--- src/shared/pcm_pkg.sv ---
// Shared constants, field layouts and carrier types of the configuration register bank
package pcm_pkg;

	// Bus geometry: a register index selects a 64-bit register, one bit picks its upper 32-bit half
	localparam int PCM_ADDR_W     = 12;
	localparam int PCM_DATA_W     = 32;
	localparam int PCM_IDX_LSB    = 2;
	localparam int PCM_IDX_W      = 6;
	localparam int PCM_HI_SEL_BIT = 8;
	localparam int PCM_TOP_LSB    = 9;

	// Register indices; byte address of the low word is four times the index
	localparam logic [5:0] PCM_IDX_LEGACY_ADDR = 6'h00;
	localparam logic [5:0] PCM_IDX_LEGACY_TYPE = 6'h01;
	localparam logic [5:0] PCM_IDX_STAMP       = 6'h10;
	localparam logic [5:0] PCM_IDX_PLATFORM    = 6'h17;
	localparam logic [5:0] PCM_IDX_IRQ_BASE    = 6'h1B;
	localparam logic [5:0] PCM_IDX_POWERON     = 6'h2A;

	// Bus response codes
	localparam logic [1:0] PCM_RESP_OKAY   = 2'h0;
	localparam logic [1:0] PCM_RESP_SLVERR = 2'h2;
	localparam logic [1:0] PCM_RESP_DECERR = 2'h3;

	// Platform identity fields
	localparam int PCM_PID_FLAG_LSB  = 50;
	localparam int PCM_PID_FLAG_W    = 3;
	localparam int PCM_PID_LAT_LSB   = 53;
	localparam int PCM_PID_LAT_W     = 4;
	localparam int PCM_PID_RATIO_BIT = 60;

	// Local interrupt controller base fields
	localparam int PCM_LIB_BSP_BIT  = 8;
	localparam int PCM_LIB_EN_BIT   = 11;
	localparam int PCM_LIB_BASE_LSB = 12;
	localparam int PCM_LIB_BASE_W   = 20;
	localparam logic       PCM_LIB_EN_RST   = 1'h1;
	localparam logic [19:0] PCM_LIB_BASE_RST = 20'h00000;

	// Hard power-on configuration: writable and strap-reported bit masks
	localparam logic [63:0] PCM_HPC_RW_MASK = 64'h0000_0000_0400_00DE;
	localparam logic [63:0] PCM_HPC_RO_MASK = 64'h0000_0000_0BFF_F700;
	localparam logic [63:0] PCM_HPC_RW_RST  = 64'h0000_0000_0000_0000;
	localparam int PCM_HPC_DATA_CHK_BIT = 1;
	localparam int PCM_HPC_RESP_CHK_BIT = 2;
	localparam int PCM_HPC_AERR_DRV_BIT = 3;
	localparam int PCM_HPC_BERR_REQ_BIT = 4;
	localparam int PCM_HPC_BERR_INT_BIT = 6;
	localparam int PCM_HPC_BINIT_BIT    = 7;
	localparam int PCM_HPC_LOWPWR_BIT   = 26;

	// Configuration levels from package pins
	typedef struct packed {
		logic [2:0]  platform_flag;
		logic [3:0]  cache_latency;
		logic        clock_ratio;
		logic        bootstrap_processor;
		logic [31:0] poweron;
	} pcm_strap_t;

	// Feature enables driven into the core
	typedef struct packed {
		logic data_err_chk;
		logic resp_err_chk;
		logic addr_err_drive;
		logic bus_err_req;
		logic bus_err_int;
		logic bus_init_drive;
		logic low_power;
	} pcm_feat_t;

endpackage

--- src/pcm_sync.sv ---
// Two-stage synchroniser for a vector of slow configuration levels
`timescale 1ns/1ps
module pcm_sync #(
	parameter int W = 8
) (
	input  wire logic         sys_clk,
	input  wire logic         rst,
	input  wire logic [W-1:0] din,
	output logic      [W-1:0] dout
);
	logic [W-1:0] meta_r;
	logic [W-1:0] meta_nxt;
	logic [W-1:0] hold_r;
	logic [W-1:0] hold_nxt;

	// First stage feeds only the second stage
	always_comb begin
		meta_nxt = din;
		hold_nxt = meta_r;
	end

	always_ff @(posedge sys_clk) begin
		if (rst) begin
			meta_r <= '0;
			hold_r <= '0;
		end else begin
			meta_r <= meta_nxt;
			hold_r <= hold_nxt;
		end
	end

	assign dout = hold_r;
endmodule

--- src/pcm_strb_merge.sv ---
// Byte-lane merge of a bus write into a stored word
`timescale 1ns/1ps
module pcm_strb_merge #(
	parameter int DW = 32
) (
	input  wire logic [DW-1:0]   old_word,
	input  wire logic [DW-1:0]   new_word,
	input  wire logic [DW/8-1:0] strb,
	output logic      [DW-1:0]   merged
);
	// Lanes without a strobe keep their stored byte
	for (genvar b = 0; b < DW/8; b++) begin : g_lane
		assign merged[b*8 +: 8] = strb[b] ? new_word[b*8 +: 8] : old_word[b*8 +: 8];
	end
endmodule

--- src/pcm_msr_bank.sv ---
// Processor configuration and identification register bank behind an AXI4-Lite slave
//
// Local design decision: the AXI4-Lite register port.
`timescale 1ns/1ps
// Behaviour
// - Platform identity reports a read-only three-bit platform flag code, value n = flag n.
// - Platform identity reports a four-bit read-only second-level cache latency.
// - Platform identity reports one read-only clock frequency ratio bit.
// - Interrupt controller base bit 8 is one only on the bootstrap processor.
// - Controller global enable: one enables; once cleared stays cleared until reset.
// - Power-on configuration: writable bits enable features, read-only bits report configuration.
// - Power-on configuration bit 1 is a read-write data error checking enable.
module pcm_msr_bank
	import pcm_pkg::*;
#(
	parameter int          ADDR_W   = PCM_ADDR_W,
	parameter logic        EN_RST   = PCM_LIB_EN_RST,
	parameter logic [19:0] BASE_RST = PCM_LIB_BASE_RST
) (
	input  wire logic              sys_clk,
	input  wire logic              rst,
	// AXI4-Lite write address
	input  wire logic [ADDR_W-1:0] s_axi_awaddr,
	input  wire logic [2:0]        s_axi_awprot,
	input  wire logic              s_axi_awvalid,
	output logic                   s_axi_awready,
	// AXI4-Lite write data
	input  wire logic [31:0]       s_axi_wdata,
	input  wire logic [3:0]        s_axi_wstrb,
	input  wire logic              s_axi_wvalid,
	output logic                   s_axi_wready,
	// AXI4-Lite write response
	output logic [1:0]             s_axi_bresp,
	output logic                   s_axi_bvalid,
	input  wire logic              s_axi_bready,
	// AXI4-Lite read address
	input  wire logic [ADDR_W-1:0] s_axi_araddr,
	input  wire logic [2:0]        s_axi_arprot,
	input  wire logic              s_axi_arvalid,
	output logic                   s_axi_arready,
	// AXI4-Lite read data
	output logic [31:0]            s_axi_rdata,
	output logic [1:0]             s_axi_rresp,
	output logic                   s_axi_rvalid,
	input  wire logic              s_axi_rready,
	// Configuration levels from pins
	input  wire pcm_strap_t        strap_pins,
	// Controls to the core
	output logic                   irq_ctrl_enable,
	output logic [19:0]            irq_ctrl_base,
	output pcm_feat_t              feature_en
);

	typedef enum logic [0:0] {
		WR_COLLECT,
		WR_RESP
	} pcm_wr_st_t;

	typedef enum logic [0:0] {
		RD_IDLE,
		RD_RESP
	} pcm_rd_st_t;

	// Result of decoding one bus address
	typedef struct packed {
		logic       hit;
		logic       ext;
		logic       hi;
		logic [5:0] idx;
	} pcm_dec_t;

	localparam int STRAP_W = $bits(pcm_strap_t);

	pcm_strap_t strap_s;
	logic [STRAP_W-1:0] strap_vec;

	// Write channel state
	pcm_wr_st_t        wr_st_r;
	pcm_wr_st_t        wr_st_nxt;
	logic              aw_have_r;
	logic              aw_have_nxt;
	logic [ADDR_W-1:0] awaddr_r;
	logic [ADDR_W-1:0] awaddr_nxt;
	logic              w_have_r;
	logic              w_have_nxt;
	logic [31:0]       wdata_r;
	logic [31:0]       wdata_nxt;
	logic [3:0]        wstrb_r;
	logic [3:0]        wstrb_nxt;
	logic [1:0]        bresp_r;
	logic [1:0]        bresp_nxt;
	logic              wr_fire;

	// Read channel state
	pcm_rd_st_t  rd_st_r;
	pcm_rd_st_t  rd_st_nxt;
	logic [31:0] rdata_r;
	logic [31:0] rdata_nxt;
	logic [1:0]  rresp_r;
	logic [1:0]  rresp_nxt;

	// Register contents
	logic        lib_en_r;
	logic        lib_en_nxt;
	logic [19:0] lib_base_r;
	logic [19:0] lib_base_nxt;
	logic [63:0] hpc_rw_r;
	logic [63:0] hpc_rw_nxt;

	// Views used by the read path and write merge
	logic [63:0] pid_view;
	logic [63:0] lib_view;
	logic [63:0] hpc_view;
	pcm_dec_t    wr_dec;
	pcm_dec_t    rd_dec;
	logic [63:0] wr_old64;
	logic [31:0] wr_old32;
	logic [31:0] wr_merged;
	logic [63:0] wr_new64;

	// Straps arrive from pins, so they cross two flops before use
	pcm_sync #(
		.W (STRAP_W)
	) u_strap_sync (
		.sys_clk (sys_clk),
		.rst     (rst),
		.din     (strap_pins),
		.dout    (strap_vec)
	);

	assign strap_s = pcm_strap_t'(strap_vec);

	// Address decode: index, half select, and a zero check on the upper bits
	function automatic pcm_dec_t decode(input logic [ADDR_W-1:0] a);
		pcm_dec_t d;
		d.idx = a[PCM_IDX_LSB +: PCM_IDX_W];
		d.hi  = a[PCM_HI_SEL_BIT];
		d.hit = 1'b0;
		d.ext = 1'b0;
		if (a[ADDR_W-1:PCM_TOP_LSB] == '0) begin
			case (d.idx)
				PCM_IDX_PLATFORM,
				PCM_IDX_IRQ_BASE,
				PCM_IDX_POWERON: d.hit = 1'b1;
				// Machine-check and counter words live in other blocks
				PCM_IDX_LEGACY_ADDR,
				PCM_IDX_LEGACY_TYPE,
				PCM_IDX_STAMP: d.ext = 1'b1;
				default: d.hit = 1'b0;
			endcase
		end
		return d;
	endfunction

	// Response code for a decoded access
	function automatic logic [1:0] resp_of(input pcm_dec_t d);
		if (d.hit) begin
			return PCM_RESP_OKAY;
		end else if (d.ext) begin
			return PCM_RESP_SLVERR;
		end
		return PCM_RESP_DECERR;
	endfunction

	// Platform identity view; everything outside the three fields reads zero
	always_comb begin
		pid_view = '0;
		pid_view[PCM_PID_FLAG_LSB +: PCM_PID_FLAG_W] = strap_s.platform_flag;
		pid_view[PCM_PID_LAT_LSB +: PCM_PID_LAT_W]   = strap_s.cache_latency;
		pid_view[PCM_PID_RATIO_BIT]                  = strap_s.clock_ratio;
	end

	// Interrupt controller base view
	always_comb begin
		lib_view = '0;
		lib_view[PCM_LIB_BSP_BIT]                      = strap_s.bootstrap_processor;
		lib_view[PCM_LIB_EN_BIT]                       = lib_en_r;
		lib_view[PCM_LIB_BASE_LSB +: PCM_LIB_BASE_W]   = lib_base_r;
	end

	// Power-on view: stored enables beside strap-reported configuration
	always_comb begin
		hpc_view = (hpc_rw_r & PCM_HPC_RW_MASK)
			| ({32'h0000_0000, strap_s.poweron} & PCM_HPC_RO_MASK);
	end

	// Write channel: address and data are taken in either order, then applied
	always_comb begin
		wr_st_nxt   = wr_st_r;
		aw_have_nxt = aw_have_r;
		awaddr_nxt  = awaddr_r;
		w_have_nxt  = w_have_r;
		wdata_nxt   = wdata_r;
		wstrb_nxt   = wstrb_r;
		bresp_nxt   = bresp_r;
		wr_fire     = 1'b0;
		case (wr_st_r)
			WR_COLLECT: begin
				if (s_axi_awvalid && s_axi_awready) begin
					aw_have_nxt = 1'b1;
					awaddr_nxt  = s_axi_awaddr;
				end
				if (s_axi_wvalid && s_axi_wready) begin
					w_have_nxt = 1'b1;
					wdata_nxt  = s_axi_wdata;
					wstrb_nxt  = s_axi_wstrb;
				end
				// Apply in the first cycle in which both halves are held
				if (aw_have_r && w_have_r) begin
					wr_fire     = 1'b1;
					bresp_nxt   = resp_of(wr_dec);
					aw_have_nxt = 1'b0;
					w_have_nxt  = 1'b0;
					wr_st_nxt   = WR_RESP;
				end
			end
			WR_RESP: begin
				if (s_axi_bready) begin
					wr_st_nxt = WR_COLLECT;
				end
			end
			default: wr_st_nxt = WR_COLLECT;
		endcase
	end

	always_ff @(posedge sys_clk) begin
		if (rst) begin
			wr_st_r   <= WR_COLLECT;
			aw_have_r <= 1'b0;
			awaddr_r  <= '0;
			w_have_r  <= 1'b0;
			wdata_r   <= 32'h0000_0000;
			wstrb_r   <= 4'h0;
			bresp_r   <= PCM_RESP_OKAY;
		end else begin
			wr_st_r   <= wr_st_nxt;
			aw_have_r <= aw_have_nxt;
			awaddr_r  <= awaddr_nxt;
			w_have_r  <= w_have_nxt;
			wdata_r   <= wdata_nxt;
			wstrb_r   <= wstrb_nxt;
			bresp_r   <= bresp_nxt;
		end
	end

	// Ready only while that half is empty and no response is pending
	assign s_axi_awready = (wr_st_r == WR_COLLECT) && !aw_have_r;
	assign s_axi_wready  = (wr_st_r == WR_COLLECT) && !w_have_r;
	assign s_axi_bvalid  = (wr_st_r == WR_RESP);
	assign s_axi_bresp   = bresp_r;

	// Select the addressed 64-bit register and the half being written
	assign wr_dec = decode(awaddr_r);

	always_comb begin
		case (wr_dec.idx)
			PCM_IDX_PLATFORM: wr_old64 = pid_view;
			PCM_IDX_IRQ_BASE: wr_old64 = lib_view;
			PCM_IDX_POWERON:  wr_old64 = hpc_view;
			default:          wr_old64 = '0;
		endcase
		wr_old32 = wr_dec.hi ? wr_old64[63:32] : wr_old64[31:0];
	end

	// Partial strobes keep the untouched bytes of the stored value
	pcm_strb_merge #(
		.DW (PCM_DATA_W)
	) u_merge (
		.old_word (wr_old32),
		.new_word (wdata_r),
		.strb     (wstrb_r),
		.merged   (wr_merged)
	);

	assign wr_new64 = wr_dec.hi ? {wr_merged, wr_old64[31:0]} : {wr_old64[63:32], wr_merged};

	// Register updates; read-only and reserved bits never take written data
	always_comb begin
		lib_en_nxt   = lib_en_r;
		lib_base_nxt = lib_base_r;
		hpc_rw_nxt   = hpc_rw_r;
		if (wr_fire && wr_dec.hit) begin
			case (wr_dec.idx)
				PCM_IDX_IRQ_BASE: begin
					// A one cannot bring the enable back; only reset does
					lib_en_nxt   = lib_en_r & wr_new64[PCM_LIB_EN_BIT];
					lib_base_nxt = wr_new64[PCM_LIB_BASE_LSB +: PCM_LIB_BASE_W];
				end
				PCM_IDX_POWERON: begin
					hpc_rw_nxt = wr_new64 & PCM_HPC_RW_MASK;
				end
				default: begin
					// Platform identity is read-only: the write is accepted and dropped
					hpc_rw_nxt = hpc_rw_r;
				end
			endcase
		end
	end

	always_ff @(posedge sys_clk) begin
		if (rst) begin
			lib_en_r   <= EN_RST;
			lib_base_r <= BASE_RST;
			hpc_rw_r   <= PCM_HPC_RW_RST;
		end else begin
			lib_en_r   <= lib_en_nxt;
			lib_base_r <= lib_base_nxt;
			hpc_rw_r   <= hpc_rw_nxt;
		end
	end

	// Read channel: one address accepted, data answered on the next cycle
	assign rd_dec = decode(s_axi_araddr);

	always_comb begin
		rd_st_nxt = rd_st_r;
		rdata_nxt = rdata_r;
		rresp_nxt = rresp_r;
		case (rd_st_r)
			RD_IDLE: begin
				if (s_axi_arvalid) begin
					rresp_nxt = resp_of(rd_dec);
					rdata_nxt = 32'h0000_0000;
					if (rd_dec.hit) begin
						case (rd_dec.idx)
							PCM_IDX_PLATFORM: begin
								rdata_nxt = rd_dec.hi ? pid_view[63:32] : pid_view[31:0];
							end
							PCM_IDX_IRQ_BASE: begin
								rdata_nxt = rd_dec.hi ? lib_view[63:32] : lib_view[31:0];
							end
							PCM_IDX_POWERON: begin
								rdata_nxt = rd_dec.hi ? hpc_view[63:32] : hpc_view[31:0];
							end
							default: rdata_nxt = 32'h0000_0000;
						endcase
					end
					rd_st_nxt = RD_RESP;
				end
			end
			RD_RESP: begin
				if (s_axi_rready) begin
					rd_st_nxt = RD_IDLE;
				end
			end
			default: rd_st_nxt = RD_IDLE;
		endcase
	end

	always_ff @(posedge sys_clk) begin
		if (rst) begin
			rd_st_r <= RD_IDLE;
			rdata_r <= 32'h0000_0000;
			rresp_r <= PCM_RESP_OKAY;
		end else begin
			rd_st_r <= rd_st_nxt;
			rdata_r <= rdata_nxt;
			rresp_r <= rresp_nxt;
		end
	end

	assign s_axi_arready = (rd_st_r == RD_IDLE);
	assign s_axi_rvalid  = (rd_st_r == RD_RESP);
	assign s_axi_rdata   = rdata_r;
	assign s_axi_rresp   = rresp_r;

	// Controls to the core come straight from the stored bits
	assign irq_ctrl_enable = lib_en_r;
	assign irq_ctrl_base   = lib_base_r;

	// Feature enables mirror the writable power-on bits
	always_comb begin
		feature_en.data_err_chk   = hpc_rw_r[PCM_HPC_DATA_CHK_BIT];
		feature_en.resp_err_chk   = hpc_rw_r[PCM_HPC_RESP_CHK_BIT];
		feature_en.addr_err_drive = hpc_rw_r[PCM_HPC_AERR_DRV_BIT];
		feature_en.bus_err_req    = hpc_rw_r[PCM_HPC_BERR_REQ_BIT];
		feature_en.bus_err_int    = hpc_rw_r[PCM_HPC_BERR_INT_BIT];
		feature_en.bus_init_drive = hpc_rw_r[PCM_HPC_BINIT_BIT];
		feature_en.low_power      = hpc_rw_r[PCM_HPC_LOWPWR_BIT];
	end

endmodule

--- config.mk ---
export PLATFORM = sky130hd
export DESIGN_NAME = pcm_msr_bank
export DESIGN_NICKNAME = d
export VERILOG_FILES = /design/src/shared/pcm_pkg.sv /design/src/pcm_sync.sv /design/src/pcm_strb_merge.sv /design/src/pcm_msr_bank.sv
export SDC_FILE = /design/constraint.sdc
export NUM_CORES = 1
export LEC_CHECK = 0
export BUFFER_PORTS_ARGS = -buffer_cell sky130_fd_sc_hd__buf_2
export CELL_PAD_IN_SITES_DETAIL_PLACEMENT = 0
export CELL_PAD_IN_SITES_GLOBAL_PLACEMENT = 1
export CORE_MARGIN = 2
export CORE_UTILIZATION = 30
export CTS_CLUSTER_DIAMETER = 40
export DETAILED_ROUTE_END_ITERATION = 10
export MAX_ROUTING_LAYER = met4
export PLACE_DENSITY_LB_ADDON = 0.1
export SLEW_MARGIN = 20
export SYNTH_ARGS = -nofsm -noshare
export SYNTH_HDL_FRONTEND = slang
export SYNTH_SLANG_ARGS = --single-unit
export TNS_END_PERCENT = 50
--- constraint.sdc ---
create_clock -name sys_clk -period 1.9 [get_ports sys_clk]
set_clock_uncertainty 0.1 [all_clocks]
set_input_delay 0.285 -clock sys_clk [delete_from_list [all_inputs] [get_ports sys_clk]]
set_output_delay 0.285 -clock sys_clk [all_outputs]
set_load 0.005 [all_outputs]
Yosys cells after proc, flatten, opt, wreduce, memory -nomap -nowiden
Index checks and enable logic that the tools add are counted.
{"block": "classes", "multipliers": 0, "reduce_logical": 26, "shifts": 0, "order_cmp": 0, "bitwise": 4, "div": 0, "muxes": 43, "n_eq_ne": 10, "addsub": 0}
{"op": "$pmux 61 s3", "n": 1}
{"op": "$mux 32", "n": 4}
{"op": "$pmux 32 s3", "n": 1}
{"op": "$eq 6x5->1 const B", "n": 6}
{"op": "$mux 8", "n": 4}
{"op": "$mux 29", "n": 1}
{"op": "$mux 28", "n": 1}
{"op": "$or 27x28->28", "n": 1}
{"op": "$mux 1", "n": 21}
{"op": "$mux 2", "n": 8}
{"op": "$reduce_and 2->1", "n": 8}
{"op": "$eq 6x1->1 const B", "n": 2}
{"op": "$eq 6x6->1 const B", "n": 2}
{"op": "$logic_not 6->1", "n": 2}
{"op": "$reduce_or 3->1", "n": 4}
{"op": "$logic_and 1x1->1", "n": 6}
{"op": "$logic_not 3->1", "n": 2}
{"op": "$pmux 1 s2", "n": 2}
{"op": "$reduce_bool 2->1", "n": 2}
{"op": "$logic_not 1->1", "n": 2}
{"op": "$not 1->1", "n": 2}
{"op": "$and 1x1->1", "n": 1}
{"block": "totals", "latchBits": 0, "regBits": 198, "ramBits": 0, "memories": 0, "rom_bits": 0, "output_inout_bits": 69, "inputBits": 114}

Longest topological paths before layout
{"block": "logic_depth", "depth_word": 9, "depth_mapped": 6, "mapped_depth_nobuf": 4}

Modules after synthesis
From an unflattened synthesis, not the netlist that was laid out.
{"block": "unflattened", "cells_unflattened": 887, "area_unflattened_um2": 8281.7}
{"module": "pcm_msr_bank", "seq_area_each_um2": 2242.2, "area_per_inst_um2": 5300.1, "cells_each": 678, "n_inst": 1}
{"module": "pcm_sync", "seq_area_each_um2": 1641.6, "area_per_inst_um2": 2456.1, "cells_each": 173, "n_inst": 1}
{"module": "pcm_strb_merge", "seq_area_each_um2": 0.0, "area_per_inst_um2": 525.5, "cells_each": 36, "n_inst": 1}

Worst setup path after synthesis
No wires, ideal clock.
{"block": "synth_timing", "kind": "reg-to-reg", "from": "register rd_st_r, in the netlist s_axi_rvalid", "to": "register rdata_r[12], in the netlist s_axi_rdata[12]", "path_buffers": 1, "synth_period_minus_slack_ps": 1741, "setup_ps": 60, "arrival_ps": 1581, "required_ps": 1740, "slack_ps": 159, "stages_incl_launch_ff": 6, "path_cell_list": "dfxtp_1 nand2b_4 or4_4 buf_6 nor4_4 a22o_1"}
{"block": "synth_via", "elab_chain_len": 2}
{"item": "start, declared", "line_no": "pcm_msr_bank.sv:95", "text": "pcm_rd_st_t rd_st_r;"}
{"item": "start signal, assigned", "line_no": "pcm_msr_bank.sv:356", "text": "rd_st_r <= rd_st_nxt;"}
{"item": "$not 1->1"}
{"item": "$reduce_and 2->1 (no source line)"}
{"item": "end signal, assigned", "line_no": "pcm_msr_bank.sv:357", "text": "rdata_r <= rdata_nxt;"}
{"item": "end, declared", "line_no": "pcm_msr_bank.sv:97", "text": "logic [31:0] rdata_r;"}
No other way between the ends.
A chain may end at the register's enable or synchronous reset.

Worst setup path in the final report
{"block": "layout_timing", "from": "register rd_st_r, in the netlist s_axi_rvalid", "to": "register rdata_r[23], in the netlist s_axi_rdata[23]"}
The elaborated chain is that of the path after synthesis.

==> run summary <==
The async set or reset register ratio after synthesis is 0. In this run, synthesis produced a sequential element count of about 160. Setup repair after global routing left no endpoint under its margin.

In this run the worst hold path is classified as primary input to flop. TritonCTS built the clock tree. The reported max-cap violation count is 0. The CTS buffer count is 17. The static leakage came out at 0.003469 uW. The clock period minus worst slack came out at about 1.8 ns. The smallest hold slack is 0.01177 ns. The beginning of the worst hold path is strap_pins[34]. The worst register-to-register path begins at s_axi_rvalid. For this run, the leading register cell type out of synthesis is sky130_fd_sc_hd__dfxtp_1. The number of distinct library cell variants in the gate-level netlist after synthesis is 51. The cell taking the most area after synthesis is sky130_fd_sc_hd__dfxtp_1. After floorplanning, the core was divided into 51 placement rows. The number of warnings issued by yosys came out at 0. The core utilization of the finished layout came out at 0.4213.

The maximum fanout count along the critical path came out at 7. Of the available clock period, the critical path in the final layout requires 0.9338. The count of nets after finishing came out at 949. For the worst setup path, the data arrival time is approximately 2 ns. Of the cells placed in the final design, the portion with a size suffix greater than 1 is 0.2642. Static timing analysis puts the maximum clock frequency at 0.5636 GHz. The clock tree buffer depth came out at 2. The number of instances in the synthesized netlist came out at about 630. The number of I/O port buffers is 151. Relative to the synthesized area, the layout overhead comes to 38.13%. Clock tree synthesis selected as its root buffer the cell sky130_fd_sc_hd__clkbuf_16. Clock-pin slew was measured on the worst setup and hold paths at 0.07 ns. The final routed wirelength across all metal layers came out at 16350 um. The most used standard cell by instance count after synthesis is sky130_fd_sc_hd__dfxtp_1. The mean routed wirelength per cell is 14.69 um. For the pin with the worst max-slew slack, the measured transition is 1.042 ns. The fill cell instance count of the final layout is ~1900. The core region is 19460 um2.

The power per cell area is 919.3 nW/um2. The depth of the worst hold-timing path is 2. STA classifies the critical path endpoint as a flop. The half-perimeter wire length after placement is 11990 um. The critical path launch point type is a flop.

The worst register-to-register path ends at s_axi_rdata[23]. The total via count after detailed routing is 5043. The starting DRC count in detailed routing is 218. The congestion estimate from routability-driven global placement came to 0.7922. The die width came out at between 100 and 150 um. After clock tree synthesis, the repair step resized 0 gates. The global-route wire length before repair is between 20000 and 30000 um. The total DRC errors in the routed layout came out at 0. The final design area excluding fillers came out at approximately 8000 um2. The number of antenna violations at the first check in global routing was 0.

The number of global-route vias before repair came out at between 4000 and 5000. After synthesis, the mean cell area works out to 9.482 um2. The maximum number of pins on one net before global-route repair came out at between 40 and 50. The required time reported for the critical path endpoint came out at around 2.2 ns. The worst-case vdd ir drop is 0.5287 mV. 183 I/O pins were placed. The remaining global-route overflow came out at 0. The number of antenna diodes in the final layout is 0. The path with the worst hold slack has its endpoint at u_strap_sync.hold_nxt[34]. The detail route stage leaves a number of antenna-violating nets equal to 0.

The aggregate global-route resource usage came out at 0.1629. The via count normalized by instance count is roughly 4.5. The die covers 20930 um2. For the worst-skew pair, the clock arrives at the later sink with an insertion delay of 0.42 ns. The pre-antenna-repair detailed-routing pass consisted of 4 iterations.

For this design, the sink count on the clock tree is 161. Sorting the synthesized cells by area gives the leading types as sky130_fd_sc_hd__dfxtp_1 54%, sky130_fd_sc_hd__a22o_1 8.1%, sky130_fd_sc_hd__nand2_1 7.8%. The vertical extent of the die is about 140 um. The worst setup path is of the flop to flop kind.

The number of setup violations in the final report came out at 0. CTS built an H-tree with a depth of 4. The post-synth design cell area came out at 5936 um2. For this configuration, the core starts out at a cell density of 0.3050. The share of the Yosys chip area taken by registers is 0.5430. In the synthesized netlist, the cells that appear most often are 161 x sky130_fd_sc_hd__dfxtp_1, 124 x sky130_fd_sc_hd__nand2_1, 58 x sky130_fd_sc_hd__nor2b_1. The flow ran to the end, and the final reports show no timing, DRC or antenna violations. After detailed placement, the total cell area comes to slightly above 7000 um2. The setup slack on the worst flop-to-flop path came out at 0.13 ns. The number of hold violations in the final report came out at 0. The number of cells on the worst reg-to-reg path is 4. The top cell type's share of synthesized area is 0.5430. The synthesized design contains 0 enable-type register cells.

The worst max-slew margin expressed relative to the limit is 0.3038. The max-slew violation total from the final report is 0.
-- stage by stage --
step / instances / setup slack [ns] / power, uW / TNS [ns]
2_1_floorplan: 627 / 0.1585 / 3927 / 0
3_3_place_gp: 1028 / 0.01168 / 4160 / 0
3_5_place_dp: 1028 / -0.004095 / 4172 / -0.004095
4_1_cts: 1113 / 0.06323 / 7643 / 0
5_1_grt: 1113 / 0.01645 / 7878 / 0
6_report: 1113 / 0.1258 / 7537 / 0
-- layout by cell type (no fill, tap or decap), types with 3 or more instances in the layout --
cell type / netlist / layout
sky130_fd_sc_hd__inv_8: 0 / 8
sky130_fd_sc_hd__buf_2: 3 / 150
sky130_fd_sc_hd__inv_1: 3 / 3
sky130_fd_sc_hd__nor2_1: 16 / 15
sky130_fd_sc_hd__nand2b_1: 17 / 17
sky130_fd_sc_hd__a21oi_1: 48 / 48
sky130_fd_sc_hd__nor2b_1: 58 / 58
sky130_fd_sc_hd__and2_1: 4 / 4
sky130_fd_sc_hd__o21ai_0: 18 / 18
sky130_fd_sc_hd__nand2_1: 124 / 124
sky130_fd_sc_hd__nor3_1: 3 / 3
sky130_fd_sc_hd__clkbuf_16: 0 / 17
sky130_fd_sc_hd__nor3b_1: 3 / 3
sky130_fd_sc_hd__dlygate4sd3_1: 0 / 53
sky130_fd_sc_hd__a22oi_1: 8 / 8
sky130_fd_sc_hd__and3b_1: 5 / 5
sky130_fd_sc_hd__a22o_1: 55 / 55
sky130_fd_sc_hd__mux2i_1: 10 / 10
sky130_fd_sc_hd__dfxtp_1: 161 / 161
sky130_fd_sc_hd__o21ai_1: 7 / 7
sky130_fd_sc_hd__buf_4: 9 / 32
-- worst max-delay path by stage --
stage,depth (start not counted),start,to
6_report,4,s_axi_rvalid,s_axi_rdata[23]
5_1_grt,5,awaddr_r[5],hpc_rw_r[1]
4_1_cts,5,awaddr_r[9],irq_ctrl_base[18]
3_5_place_dp,5,s_axi_araddr[4],s_axi_rdata[24]
3_3_place_gp,5,s_axi_araddr[4],s_axi_rdata[24]
2_1_floorplan,5,s_axi_rvalid,s_axi_rdata[12]
-- worst max-delay path: stages (launching register included) --
cell	delay, ns
sky130_fd_sc_hd__dfxtp_1	0.34
sky130_fd_sc_hd__nand2b_4	0.15
sky130_fd_sc_hd__or4_4	0.51
sky130_fd_sc_hd__or3_4	0.45
sky130_fd_sc_hd__o21ai_1	0.15
-- report_power, final --
group | leakage, uW | internal [uW] | switching (uW) | total, uW
clock network | 0.000285 | 1770 | 1600 | 3370
logic | 0.00187 | 297 | 311 | 608
registers | 0.00132 | 3500 | 64.0 | 3560
total | 0.00347 | 5570 | 1970 | 7540
-- final cells by class --
class / instances / area [um2] / area share
inverter: 3 / 11.26 / 0.001373
clock inverter: 15 / 163.9 / 0.01999
sequential: 161 / 3223 / 0.3931
tap: 265 / 331.6 / 0.04044
multi-input combinational: 415 / 2482 / 0.3028
clock buffer: 17 / 425.4 / 0.05188
timing repair buffer: 237 / 1562 / 0.1904
-- cell families (layout without fill, tap and decap cells) --
| kind of cell | after synthesis | count (layout) | share of synthesized area |
|---|---|---|---|
| mux | 10 | 10 | 0.01686 |
| buf+inv | 51 | 272 | 0.03984 |
| other cells | 1 | 2 | 0.0006318 |
| xor+xnor | 2 | 2 | 0.002952 |
| flops | 161 | 161 | 0.5430 |
| simple gates | 251 | 251 | 0.2247 |
| compound gates | 150 | 150 | 0.1720 |
-- sequential cells by signal, indices dropped and copies added, names as in the netlist, 2 cells and up --
| register | flops |
|---|---|
| s_axi_rdata | 30 |
| u_strap_sync.dout | 27 |
| u_strap_sync.hold_nxt | 27 |
| wdata_r | 27 |
| irq_ctrl_base | 20 |
| awaddr_r | 10 |
| hpc_rw_r | 7 |
| wstrb_r | 4 |
| s_axi_bresp | 2 |
| s_axi_rresp | 2 |
-- metal layers --
layer,GRT usage,share of wire
met5,-,0
met4,0.04497,0.011
met3,0.03653,0.048
met1,0.2102,0.48
met2,0.2587,0.46
-- timing repair --
| item | CTS | global route |
|---|---|---|
| setup endpoints to repair | 0 | 3 |
| hold buffers | 53 | 0 |
| buffers inserted | 0 | 0 |
| endpoints found under the hold margin | 53 | 0 |
No activity file was read; power rests on OpenSTA's default activity.
